===== config.mk =====
export PLATFORM = sky130hd
export DESIGN_NAME = jmd_ctrl
export DESIGN_NICKNAME = d
export VERILOG_FILES = /design/src/include/jmd_pkg.sv /design/src/include/jmd_ramp_if.sv /design/src/design/jmd_ramp.sv /design/src/design/jmd_ctrl.sv
export VERILOG_INCLUDE_DIRS = /design/src /design/src/include
export SDC_FILE = /design/constraint.sdc
export NUM_CORES = 1
export LEC_CHECK = 0
export ABC_AREA = 1
export ABC_CLOCK_PERIOD_IN_PS = 1900
export BUFFER_PORTS_ARGS = -buffer_cell sky130_fd_sc_hd__clkbuf_2
export CAP_MARGIN = 20
export CORE_ASPECT_RATIO = 0.75
export CORE_MARGIN = 3
export CORE_UTILIZATION = 35
export CTS_BUF_LIST = sky130_fd_sc_hd__clkbuf_2
export DETAILED_ROUTE_END_ITERATION = 8
export REMOVE_ABC_BUFFERS = 1
export SLEW_MARGIN = 40
export SYNTH_ARGS = -nofsm -noshare
export SYNTH_HDL_FRONTEND = slang
export SYNTH_HIERARCHICAL = 1
export SYNTH_SLANG_ARGS = --single-unit

===== constraint.sdc =====
create_clock -name pclk -period 1.9 [get_ports pclk]
set_clock_uncertainty 0.15 [all_clocks]
set_input_delay 0.38 -clock pclk [delete_from_list [all_inputs] [get_ports pclk]]
set_output_delay 0.38 -clock pclk [all_outputs]
set_load 0.02 [all_outputs]

===== src/include/jmd_cfg.svh =====
// Register map, field positions, reset values and ramp timing constants
`ifndef JMD_CFG_SVH
`define JMD_CFG_SVH

// Register indices; byte address is four times the index
`define JMD_IDX_PWR       10'h008
`define JMD_IDX_MICB      10'h04a
`define JMD_IDX_JACK      10'h04d
`define JMD_IDX_APOP      10'h04e
`define JMD_IDX_STAT      10'h050
`define JMD_IDX_SCLK      10'h051

// Field positions
`define JMD_PWR_MIC_BIT   8
`define JMD_PWR_VMID_BIT  2
`define JMD_PWR_DIV_HI    1
`define JMD_PWR_DIV_LO    0
`define JMD_MICB_MIC_BIT  7
`define JMD_MICB_INS_HI   4
`define JMD_MICB_INS_LO   2
`define JMD_MICB_SC_HI    1
`define JMD_MICB_SC_LO    0
`define JMD_JACK_L_BIT    15
`define JMD_JACK_R_BIT    14
`define JMD_APOP_HI       9
`define JMD_APOP_LO       8
`define JMD_SCLK_EN_BIT   0

// Reset values
`define JMD_RST_BIT       1'b0
`define JMD_RST_INS       3'h0
`define JMD_RST_SC        2'h0
`define JMD_RST_DIV       2'h0
`define JMD_RST_SPD       2'h0
`define JMD_RST_EVT       4'h0

// Mid-rail ramp: level range and step counter limits (pclk cycles per step minus one)
`define JMD_LVL_TOP       8'hff
`define JMD_LVL_BOT       8'h00
`define JMD_STEP_FAST     8'h01
`define JMD_STEP_MED      8'h03
`define JMD_STEP_SLOW     8'h07

`endif


===== src/include/jmd_pkg.sv =====
// Types shared by the accessory-sense control modules
package jmd_pkg;

   typedef enum logic [1:0] {
      JMD_SPD_NONE = 2'b00,
      JMD_SPD_FAST = 2'b01,
      JMD_SPD_MED  = 2'b10,
      JMD_SPD_SLOW = 2'b11
   } jmd_speed_t;

   typedef enum logic [1:0] {
      JMD_DIV_OFF  = 2'b00,
      JMD_DIV_HIGH = 2'b01,
      JMD_DIV_MED  = 2'b10,
      JMD_DIV_LOW  = 2'b11
   } jmd_div_t;

   typedef enum logic [1:0] {
      JMD_RMP_IDLE = 2'b00,
      JMD_RMP_UP   = 2'b01,
      JMD_RMP_DOWN = 2'b10
   } jmd_ramp_st_t;

endpackage


===== src/include/jmd_ramp_if.sv =====
// Link between the register block and the mid-rail ramp generator
`timescale 1ns/1ps
interface jmd_ramp_if;
   logic               ramp_on;
   jmd_pkg::jmd_speed_t speed;
   logic [7:0]         level;
   logic               busy;

   modport ctrl (output ramp_on, output speed, input level, input busy);
   modport ramp (input ramp_on, input speed, output level, output busy);
endinterface


===== src/design/jmd_ramp.sv =====
// Mid-rail soft ramp generator with selectable S-curve speed
`timescale 1ns/1ps
`include "jmd_cfg.svh"
module jmd_ramp (
   input wire logic pclk,
   input wire logic presetn,
   jmd_ramp_if.ramp rif
);
   jmd_pkg::jmd_ramp_st_t st_q;
   jmd_pkg::jmd_ramp_st_t st_d;
   logic [7:0]            level_q;
   logic [7:0]            level_d;
   logic [7:0]            cnt_q;
   logic [7:0]            cnt_d;
   logic [7:0]            base;
   logic [7:0]            limit;
   logic                  at_end;
   logic                  edge_zone;
   logic                  step;
   logic [7:0]            target;

   assign target = rif.ramp_on ? `JMD_LVL_TOP : `JMD_LVL_BOT;
   assign base = (rif.speed == jmd_pkg::JMD_SPD_FAST) ? `JMD_STEP_FAST :
                 (rif.speed == jmd_pkg::JMD_SPD_MED)  ? `JMD_STEP_MED  :
                                                       `JMD_STEP_SLOW;
   // Slower steps near both ends give the S shape
   assign edge_zone = (level_q[7:6] == 2'b00) || (level_q[7:6] == 2'b11);
   assign limit = edge_zone ? {base[6:0], 1'b1} : base;
   assign at_end = (cnt_q >= limit);
   assign step = at_end && (level_q != target);

   always_comb begin
      st_d = st_q;
      level_d = level_q;
      cnt_d = at_end ? 8'h00 : cnt_q + 8'h01;
      unique case (st_q)
         jmd_pkg::JMD_RMP_IDLE: begin
            cnt_d = 8'h00;
            if (level_q != target) begin
               st_d = rif.ramp_on ? jmd_pkg::JMD_RMP_UP
                                  : jmd_pkg::JMD_RMP_DOWN;
            end
         end
         jmd_pkg::JMD_RMP_UP: begin
            if (!rif.ramp_on) begin
               st_d = jmd_pkg::JMD_RMP_DOWN;
            end else if (step) begin
               level_d = level_q + 8'h01;
            end else if (level_q == target) begin
               st_d = jmd_pkg::JMD_RMP_IDLE;
            end
         end
         jmd_pkg::JMD_RMP_DOWN: begin
            if (rif.ramp_on) begin
               st_d = jmd_pkg::JMD_RMP_UP;
            end else if (step) begin
               level_d = level_q - 8'h01;
            end else if (level_q == target) begin
               st_d = jmd_pkg::JMD_RMP_IDLE;
            end
         end
         default: st_d = jmd_pkg::JMD_RMP_IDLE;
      endcase
      // No ramp selected: the reference steps at once and will pop
      if (rif.speed == jmd_pkg::JMD_SPD_NONE) begin
         level_d = target;
         st_d = jmd_pkg::JMD_RMP_IDLE;
      end
   end

   always_ff @(posedge pclk or negedge presetn) begin
      if (!presetn) begin
         st_q <= jmd_pkg::JMD_RMP_IDLE;
         level_q <= `JMD_LVL_BOT;
         cnt_q <= 8'h00;
      end else begin
         st_q <= st_d;
         level_q <= level_d;
         cnt_q <= cnt_d;
      end
   end

   assign rif.level = level_q;
   assign rif.busy = (st_q != jmd_pkg::JMD_RMP_IDLE);
endmodule


===== src/design/jmd_ctrl.sv =====
// Jack sense, microphone detect and mid-rail control with APB registers
//
// The implementer's own choice: the APB register port.
`timescale 1ns/1ps
`include "jmd_cfg.svh"
// Behaviour
// - Left jack sense follows its enable bit
// - Right jack sense follows its enable bit
// - Enabled side reports jack state via event
// - Bias above insert threshold raises insert event
// - Bias above short threshold raises short event
// - Three-bit insert threshold, reset zero
// - Two-bit short threshold, reset zero
// - One mic enable bit, two register views
// - Mid-rail string follows its enable bit
// - Two-bit divider select, zero means off
// - Mid-rail starts and stops with soft ramp
// - Ramp speed: none, fast, medium, slow
module jmd_ctrl (
   input  wire logic        pclk,
   input  wire logic        presetn,
   input  wire logic        psel,
   input  wire logic        penable,
   input  wire logic        pwrite,
   input  wire logic [11:0] paddr,
   input  wire logic [31:0] pwdata,
   output logic      [31:0] prdata,
   output logic             pready,
   output logic             pslverr,
   input  wire logic        slow_tick,
   input  wire logic        left_jack_level,
   input  wire logic        right_jack_level,
   input  wire logic        mic_above_insert,
   input  wire logic        mic_above_short,
   output logic             left_jack_sense_enable,
   output logic             right_jack_sense_enable,
   output logic             mic_sense_enable,
   output logic      [2:0]  insert_current_threshold,
   output logic      [1:0]  short_current_threshold,
   output logic             midrail_string_enable,
   output logic      [1:0]  midrail_divider,
   output logic      [7:0]  midrail_level,
   output logic             left_jack_event,
   output logic             right_jack_event,
   output logic             mic_insert_event,
   output logic             mic_short_event
);
   // Register state
   logic                jl_en_q;
   logic                jr_en_q;
   logic                mic_en_q;
   logic [2:0]          ins_thr_q;
   logic [1:0]          sc_thr_q;
   logic                vmid_en_q;
   jmd_pkg::jmd_div_t   div_q;
   jmd_pkg::jmd_speed_t spd_q;
   logic                sclk_en_q;
   logic [3:0]          evt_q;
   logic [3:0]          evt_d;
   logic                jl_st_q;
   logic                jr_st_q;
   logic                ins_seen_q;
   logic                sc_seen_q;
   logic [31:0]         prdata_q;
   logic                pready_q;
   logic                pslverr_q;

   // Bus decode
   wire [9:0]  idx      = paddr[11:2];
   wire        sel_pwr  = (idx == `JMD_IDX_PWR);
   wire        sel_micb = (idx == `JMD_IDX_MICB);
   wire        sel_jack = (idx == `JMD_IDX_JACK);
   wire        sel_apop = (idx == `JMD_IDX_APOP);
   wire        sel_stat = (idx == `JMD_IDX_STAT);
   wire        sel_sclk = (idx == `JMD_IDX_SCLK);
   wire        hit      = sel_pwr | sel_micb | sel_jack |
                          sel_apop | sel_stat | sel_sclk;
   // One wait state: the answer is registered before pready rises
   wire        acc_first = psel & penable & ~pready_q;
   wire        apb_done  = psel & penable & pready_q;
   wire        wr_en     = apb_done & pwrite;
   wire        wr_pwr    = wr_en & sel_pwr;
   wire        wr_micb   = wr_en & sel_micb;
   wire        wr_jack   = wr_en & sel_jack;
   wire        wr_apop   = wr_en & sel_apop;
   wire        wr_stat   = wr_en & sel_stat;
   wire        wr_sclk   = wr_en & sel_sclk;

   // Link to the mid-rail ramp generator
   jmd_ramp_if rif ();

   // Read views
   wire [31:0] rd_pwr  = {16'h0000, 7'h00, mic_en_q, 5'h00,
                          vmid_en_q, div_q};
   wire [31:0] rd_micb = {16'h0000, 8'h00, mic_en_q, 2'b00,
                          ins_thr_q, sc_thr_q};
   wire [31:0] rd_jack = {16'h0000, jl_en_q, jr_en_q, 14'h0000};
   wire [31:0] rd_apop = {16'h0000, 6'h00, spd_q, 8'h00};
   wire [31:0] rd_stat = {24'h000000, 1'b0, rif.busy, jr_st_q,
                          jl_st_q, evt_q};
   wire [31:0] rd_sclk = {31'h00000000, sclk_en_q};
   wire [31:0] rd_word = sel_pwr  ? rd_pwr  :
                         sel_micb ? rd_micb :
                         sel_jack ? rd_jack :
                         sel_apop ? rd_apop :
                         sel_stat ? rd_stat :
                         sel_sclk ? rd_sclk : 32'h00000000;

   // Detection only acts on ticks of a running slow clock
   wire        det_tick = slow_tick & sclk_en_q;
   wire        jl_set   = det_tick & jl_en_q &
                          (left_jack_level != jl_st_q);
   wire        jr_set   = det_tick & jr_en_q &
                          (right_jack_level != jr_st_q);
   wire        ins_set  = det_tick & mic_en_q & mic_above_insert &
                          ~ins_seen_q;
   wire        sc_set   = det_tick & mic_en_q & mic_above_short &
                          ~sc_seen_q;
   wire [3:0]  evt_set  = {sc_set, ins_set, jr_set, jl_set};
   wire [3:0]  evt_clr  = wr_stat ? pwdata[3:0] : 4'h0;

   // Set beats a clear in the same cycle
   assign evt_d = evt_set | (evt_q & ~evt_clr);

   assign rif.ramp_on = vmid_en_q && (div_q != jmd_pkg::JMD_DIV_OFF);
   assign rif.speed   = spd_q;

   jmd_ramp jmd_ramp_inst (
      .pclk    (pclk),
      .presetn (presetn),
      .rif     (rif)
   );

   // APB answer
   always_ff @(posedge pclk or negedge presetn) begin
      if (!presetn) begin
         pready_q  <= 1'b0;
         pslverr_q <= 1'b0;
         prdata_q  <= 32'h00000000;
      end else begin
         pready_q  <= acc_first;
         pslverr_q <= acc_first & ~hit;
         if (acc_first) begin
            prdata_q <= pwrite ? 32'h00000000 : rd_word;
         end
      end
   end

   // Control registers
   always_ff @(posedge pclk or negedge presetn) begin
      if (!presetn) begin
         jl_en_q   <= `JMD_RST_BIT;
         jr_en_q   <= `JMD_RST_BIT;
         mic_en_q  <= `JMD_RST_BIT;
         ins_thr_q <= `JMD_RST_INS;
         sc_thr_q  <= `JMD_RST_SC;
         vmid_en_q <= `JMD_RST_BIT;
         div_q     <= jmd_pkg::jmd_div_t'(`JMD_RST_DIV);
         spd_q     <= jmd_pkg::jmd_speed_t'(`JMD_RST_SPD);
         sclk_en_q <= `JMD_RST_BIT;
      end else begin
         if (wr_jack) begin
            jl_en_q <= pwdata[`JMD_JACK_L_BIT];
            jr_en_q <= pwdata[`JMD_JACK_R_BIT];
         end
         if (wr_pwr) begin
            mic_en_q  <= pwdata[`JMD_PWR_MIC_BIT];
            vmid_en_q <= pwdata[`JMD_PWR_VMID_BIT];
            div_q     <= jmd_pkg::jmd_div_t'(
                            pwdata[`JMD_PWR_DIV_HI:`JMD_PWR_DIV_LO]);
         end
         if (wr_micb) begin
            mic_en_q  <= pwdata[`JMD_MICB_MIC_BIT];
            ins_thr_q <= pwdata[`JMD_MICB_INS_HI:`JMD_MICB_INS_LO];
            sc_thr_q  <= pwdata[`JMD_MICB_SC_HI:`JMD_MICB_SC_LO];
         end
         if (wr_apop) begin
            spd_q <= jmd_pkg::jmd_speed_t'(
                        pwdata[`JMD_APOP_HI:`JMD_APOP_LO]);
         end
         if (wr_sclk) begin
            sclk_en_q <= pwdata[`JMD_SCLK_EN_BIT];
         end
      end
   end

   // Detection state and sticky events
   always_ff @(posedge pclk or negedge presetn) begin
      if (!presetn) begin
         evt_q      <= `JMD_RST_EVT;
         jl_st_q    <= 1'b0;
         jr_st_q    <= 1'b0;
         ins_seen_q <= 1'b0;
         sc_seen_q  <= 1'b0;
      end else begin
         evt_q <= evt_d;
         // A disabled side forgets its state so enabling re-reports it
         if (!jl_en_q) begin
            jl_st_q <= 1'b0;
         end else if (det_tick) begin
            jl_st_q <= left_jack_level;
         end
         if (!jr_en_q) begin
            jr_st_q <= 1'b0;
         end else if (det_tick) begin
            jr_st_q <= right_jack_level;
         end
         if (!mic_en_q) begin
            ins_seen_q <= 1'b0;
            sc_seen_q  <= 1'b0;
         end else if (det_tick) begin
            ins_seen_q <= mic_above_insert;
            sc_seen_q  <= mic_above_short;
         end
      end
   end

   // Outputs straight from flip-flops
   assign prdata                   = prdata_q;
   assign pready                   = pready_q;
   assign pslverr                  = pslverr_q;
   assign left_jack_sense_enable   = jl_en_q;
   assign right_jack_sense_enable  = jr_en_q;
   assign mic_sense_enable         = mic_en_q;
   assign insert_current_threshold = ins_thr_q;
   assign short_current_threshold  = sc_thr_q;
   assign midrail_string_enable    = vmid_en_q;
   assign midrail_divider          = div_q;
   assign midrail_level            = rif.level;
   assign left_jack_event          = evt_q[0];
   assign right_jack_event         = evt_q[1];
   assign mic_insert_event         = evt_q[2];
   assign mic_short_event          = evt_q[3];
endmodule


**After elaboration in Yosys (flattened, before gate mapping)**

Cells that the tools add are included.

- Flip-flop bits (word level): 74
- Input bits: 54
- Output and inout port bits: 57
- Word-level logic and storage cells: 129

- Add/sub/neg operators: 3
- Magnitude comparators: 1
- Equality and inequality tests: 23
- Muxes and demuxes: 38
- Bitwise operators: 33
- Reductions and logical operators: 11

Operators by type and width:

| kind | count |
|---|---|
| 2-to-1 mux 8 bit | 10 |
| 2-to-1 mux 16 bit | 4 |
| equality test 10 x 7 -> 1 bit, second input constant | 5 |
| AND 1 bit | 21 |
| adder 8 x 1 -> 8 bit, second input constant | 2 |
| one-hot mux 8 bit (2 select lines) | 1 |
| 2-to-1 mux 2 bit | 7 |
| inequality test 3 x 1 -> 1 bit, second input constant | 4 |
| 2-to-1 mux 1 bit | 11 |
| equality test 10 x 4 -> 1 bit, second input constant | 1 |
| 2-to-1 mux 10 bit | 1 |
| equality test 8 bit | 1 |
| >= comparator 8 bit | 1 |
| inequality test 8 bit | 1 |
| subtractor 8 x 1 -> 8 bit, second input constant | 1 |
| 2-to-1 mux 7 bit | 1 |
| equality test 2 bit, second input constant | 3 |
| zero test 2 bit | 3 |
| inequality test 2 x 1 -> 1 bit, second input constant | 3 |
| one-hot mux 2 bit (3 select lines) | 1 |
| nonzero test 2 bit | 3 |
| bitwise OR 1 bit | 5 |
| AND reduction 5 bit | 1 |
| AND 4 bit | 1 |
| 11 further kinds | 17 |

**Longest topological paths before layout**

- Depth in word-level cells: 10
- Gate-level depth with buffers: 15
- Depth with buffers taken out: 15

**Hierarchy**

The synthesis kept the hierarchy.

By module, submodules not included:

| module | times used | cells each | area an instance (um2) | seq. area each (um2) |
|---|---|---|---|---|
| jmd_ctrl | 1 | 265 | 2,045.7 | 900.9 |
| jmd_ramp | 1 | 200 | 1,401.3 | 450.4 |

**Worst setup path before layout**

No wires, ideal clock.

- Path type: register to register
- Start point: register jmd_ramp_inst.level_q[7] (netlist: jmd_ramp_inst/rif.level[7])
- End point: register jmd_ramp_inst.level_q[4] (netlist: jmd_ramp_inst/rif.level[4])
- Library setup time: 117 ps
- Data arrival time: 1,898 ps
- Data required time: 1,633 ps
- Slack: -266 ps
- Stages on the path, launching flop included: 15
- Buffers on the path: 0
- Period minus slack after synthesis: 2,166 ps
- Cells stage by stage: dfrtp_1 -> nor2_1 -> or2_1 -> nand2_1 -> o21ai_1 -> ha_1 -> nand2_1 -> inv_1 -> nand2_2 -> a21oi_4 -> nand2_4 -> nand2_4 -> nand2_4 -> nand2_1 -> nand2_1

- Cells in the longest elaborated chain, start to end: 7
- Elaborated cells on any way between the ends: 10
- Those cells by class: order compare: 1; eq/ne: 4; mux: 1; reduce/logical: 4

Ends and longest elaborated chain:

| what | RTL line | text |
|---|---|---|
| start: declaration | jmd_ramp.sv:11 | `logic [7:0] level_q;` |
| start signal: assignment | jmd_ramp.sv:74 | `` level_q <= `JMD_LVL_BOT; `` |
| start signal: assignment | jmd_ramp.sv:78 | `level_q <= level_d;` |
| equality test 2 bit / zero test 2 bit (equally long branches) | jmd_ramp.sv:27 | `assign edge_zone = (level_q[7:6] == 2'b00) \|\| (level_q[7:6] == 2'b11);` |
| logical OR 1 bit | jmd_ramp.sv:27 |  |
| 2-to-1 mux 8 bit | jmd_ramp.sv:28 | `assign limit = edge_zone ? {base[6:0], 1'b1} : base;` |
| >= comparator 8 bit | jmd_ramp.sv:29 | `assign at_end = (cnt_q >= limit);` |
| logical AND 1 bit (*) | jmd_ramp.sv:30 | `assign step = at_end && (level_q != target);` |
| inequality test 3 x 1 -> 1 bit (no line) | -- |  |
| AND reduction 5 bit (no line) (*) | -- |  |

Every way passes the cells marked *; elsewhere a longest branch is shown, timed or not.
A chain may end at the register's enable or synchronous reset.

**Worst setup path in the final report**

- Start point: register spd_q[0] (netlist: rif.speed[0])
- End point: register jmd_ramp_inst.level_q[6] (netlist: jmd_ramp_inst/rif.level[6])

- Cells in the longest elaborated chain, start to end: 8
- Elaborated cells on any way between the ends: 15
- Those cells by class: order compare: 1; eq/ne: 6; mux: 4; reduce/logical: 4

Ends and longest elaborated chain:

| what | RTL line | text |
|---|---|---|
| start: declaration | jmd_ctrl.sv:56 | `jmd_pkg::jmd_speed_t spd_q;` |
| start signal: assignment | jmd_ctrl.sv:159 | `` spd_q <= jmd_pkg::jmd_speed_t'(`JMD_RST_SPD); `` |
| start signal: assignment | jmd_ctrl.sv:178 | `spd_q <= jmd_pkg::jmd_speed_t'(` |
| equality test 2 bit | jmd_ramp.sv:24 | `` (rif.speed == jmd_pkg::JMD_SPD_MED) ? `JMD_STEP_MED : `` |
| 2-to-1 mux 3 bit (no line) | -- |  |
| 2-to-1 mux 8 bit (no line) | -- |  |
| 2-to-1 mux 8 bit | jmd_ramp.sv:28 |  |
| >= comparator 8 bit | jmd_ramp.sv:29 |  |
| logical AND 1 bit | jmd_ramp.sv:30 |  |
| inequality test 3 x 1 -> 1 bit (no line) | -- |  |
| AND reduction 5 bit (no line) | -- |  |

Parallel ways exist; a longest one is shown, timed or not.

==> results.py <==
metrics = {
    "run_status": {
        "status": "finished with violations",
        "failed_checks": "setup timing",
    },
    "cts": {
        "cts_buffers": 5,
        "insertion_delay_ns": 0.46,
        "clkSinkCount": 54,
        "htree_levels": 2,
        "clock-root-buffer": "clkbuf_2",
        "cts_buffer_depth": 2,
        "clk_pin_slew_ns": 0.26,
        "cts_tree": "built",
    },
    "synthesis": {
        "synth_top_area_share": 0.392,
        "yosysWarnings": 6,
        "yosys-top-cells-count": "146 x nand2_1, 54 x dfrtp_1, 49 x inv_1",
        "postSynthCellCount": 465,
        "synth_flop_cell": "dfrtp_1",
        "synth_edf_count": 0,
        "netlist_area_um2": 3450,
        "synth_seq_cells": 54,
        "synth-seq-area-share": 0.392,
        "synth_area_leaders": "dfrtp_1 39%, nand2_1 16%, nand3_1 6.4%",
        "synth.avg_cell_area_um2": 7.41,
        "yosysMostFrequentCell": "nand2_1",
        "synth_cell_types": 34,
        "async_reset_ff_frac": 1.00,
        "post-synth-top-area-cell": "dfrtp_1",
    },
    "sta": {
        "slew_violations": 0,
        "hold_viol": 0,
        "rsz0062_at_grt": "true",
        "min_period_ns": 2.18,
        "whs_ns": 0.0556,
        "fin_crit_sh": 1.15,
        "finalSetupViolations": 13,
        "worst_slack_ns": -0.277,
        "fmax_mhz": 459,
    },
    "setup_path": {
        "critPathMostFrequentCell": "nand2_2",
        "critPathKind": "register to register",
        "critPathMaxStageDelay_ns": 0.43,
        "cp-end-kind": "register",
        "crit_family": "adder cells",
        "crit_buf_inv": 3,
        "cp_slowest_cell": "dfrtp_1",
        "start_kind": "register",
        "crit_required_ns": 2.12,
        "crit_arrival_ns": 2.39,
        "cp_max_fo": 8,
        "path_cells": "inv_1 -> ha_1 -> inv_2 -> nand2_1 -> ha_1 -> nand2_1 -> inv_1 -> nand2_2 -> a21oi_4 -> nand2_4 -> nand2_4 -> nand2_8 -> nand2_2 -> nand2_2",
    },
    "grt": {
        "globalRouteTotalUtil": 0.170,
        "grt_pass1_vias": 3028,
        "grt_overflow": 0,
        "grt_pass1_wl_um": 15200,
        "grt_start_max_net_pins": 39,
        "grt_antenna_before_repair": 0,
    },
    "layout": {
        "drive_above_1_share": 0.280,
        "diodes": 0,
        "fin_area_um2": 4390,
        "area_delta_synth_final_pct": 27.4,
        "fill_cells": 969,
        "final_nets": 655,
    },
    "floorplanning": {
        "fp.dieW_um": 121,
        "die_y_um": 91.9,
        "row_count": 30,
        "initial_core_util": 0.370,
        "coreArea_um2": 9310,
        "io_pins": 111,
        "design.die.area_um2": 11100,
    },
    "place": {
        "gp_routability_congestion": 0.935,
        "port_buffers": 66,
        "place_ws_ns": -0.238,
        "postPlaceCellArea_um2": 4090,
        "dp_hpwl_um": 7230,
    },
    "power": {
        "p_total_uw": 1840,
        "power.leakage_uw": 0.00246,
        "peakVddDrop_uv": 256,
        "powerDensity_nw_per_um2": 420,
    },
    "drt": {
        "dr.pass1.iters": 5,
        "route.detailed.drc": 0,
        "vias_per_cell": 4.62,
        "drtIter0Drc": 196,
        "vias": 3311,
        "wl_per_cell_um": 12.9,
        "antenna_left": 0,
        "routed_wl_um": 9210,
    },
    "flow_run": {
        "drv_cap": 0,
    },
    "hold_path": {
        "hold_path.class": "input port to register",
    },
}
area by class of cell:
type | instances | area [um^2] | area share
clock inverters | 2 | 8.76 | 0.00199
inverters | 62 | 238 | 0.0541
flip-flops and latches | 54 | 1350 | 0.308
clock buffers | 6 | 30.0 | 0.00684
well taps | 128 | 160 | 0.0365
multi-input cells | 347 | 1830 | 0.416
repair buffers | 118 | 773 | 0.176
placed cells by master (no fill, tap or decap), types with 2 or more instances in the layout:
master	n
nand3_1	43
clkinv_1	2
nor3_1	2
ha_1	11
buf_4	35
dlygate4sd3_1	16
clkbuf_2	72
conb_1	23
o21ai_1	7
inv_1	48
xor2_1	4
nand2_4	3
nand2_1	138
nor2_1	32
dfrtp_1	53
nor2_2	8
nor2_4	8
o31ai_1	2
nand4_1	13
a21oi_4	2
nand2_2	12
o21ai_0	18
inv_4	2
a21oi_1	6
o21a_1	2
inv_2	11
power by group:
part	leakage, uW	total [uW]	switching [uW]	internal, uW
combinational	0.00168	220	146	74.0
sequential	0.000744	1160	3.13	1160
clock	0.0000304	462	371	90.3
total	0.00246	1840	520	1320
repair_timing:
| item | CTS | global route |
|---|---|---|
| hold endpoints to repair | 34 | 0 |
| gates resized for setup | 6 | 12 |
| endpoints found under the setup margin | 13 | 14 |
| hold buffers | 16 | 0 |
| pin swaps | 16 | 7 |
| setup buffers | 5 | 1 |
metrics by stage:
step                cells  utilization  setup TNS [ns]
global placement      687        0.439           -2.23
CTS                   716        0.467           -2.01
detailed placement    687        0.439           -2.44
finish                717        0.472           -2.52
floorplan             463            -           -2.11
global route          717        0.472           -4.38
cells by family after synthesis:
logic type / synth area share
adders and majority gates: 0.0494
other: 0.00218
DFF: 0.392
AOI/OAI and AO/OA: 0.0693
xor gates and xnor gates: 0.0127
buffers and inverters: 0.118
and+or+nand+nor: 0.356
final timing paths:
check | startpoint | endpoint | slack (ns) | cells after the start
min in group asynchronous | presetn | prdata[3]$_DFFE_PN0P_ | 0.20 | 2
hold reg to reg | ins_seen_q$_DFFE_PN0P_ | evt_q[2]$_DFF_PN0_ | 0.31 | 1
setup / recovery | rif.speed[0]$_DFFE_PN0P_ | jmd_ramp_inst/rif.level[6]$_DFFE_PN0P_ | -0.28 | 14
setup reg to reg | rif.speed[0]$_DFFE_PN0P_ | jmd_ramp_inst/rif.level[6]$_DFFE_PN0P_ | -0.28 | 14
hold / removal | pwdata[7] | mic_sense_enable$_DFFE_PN0P_ | 0.06 | 5
max in group asynchronous | presetn | jmd_ramp_inst/cnt_q[3]$_DFF_PN0_ | 0.81 | 3
state kept, by name, indices dropped and copies added (netlist names), 2 cells and up:
register                  count
midrail_divider               2
jmd_ramp_inst/cnt_q           8
insert_current_threshold      3
jmd_ramp_inst/st_q            2
prdata                       12
evt_q                         4
rif.speed                     2
short_current_threshold       2
jmd_ramp_inst/rif.level       8
worst min-delay path: stages:
cell and delay (ns):
clkbuf_2 0.07, inv_1 0.05, nand3_1 0.07, nand2_1 0.05, inv_1 0.04
per-layer routing:
layer,global-route usage,share of wire,up-vias
met4,0.0340,0.0099,0
li1,-,-,1681
met2,0.239,0.41,109
met5,0,0,-
met1,0.271,0.51,1511
met3,0.0271,0.069,10
Power figures use the tool's default switching activity.
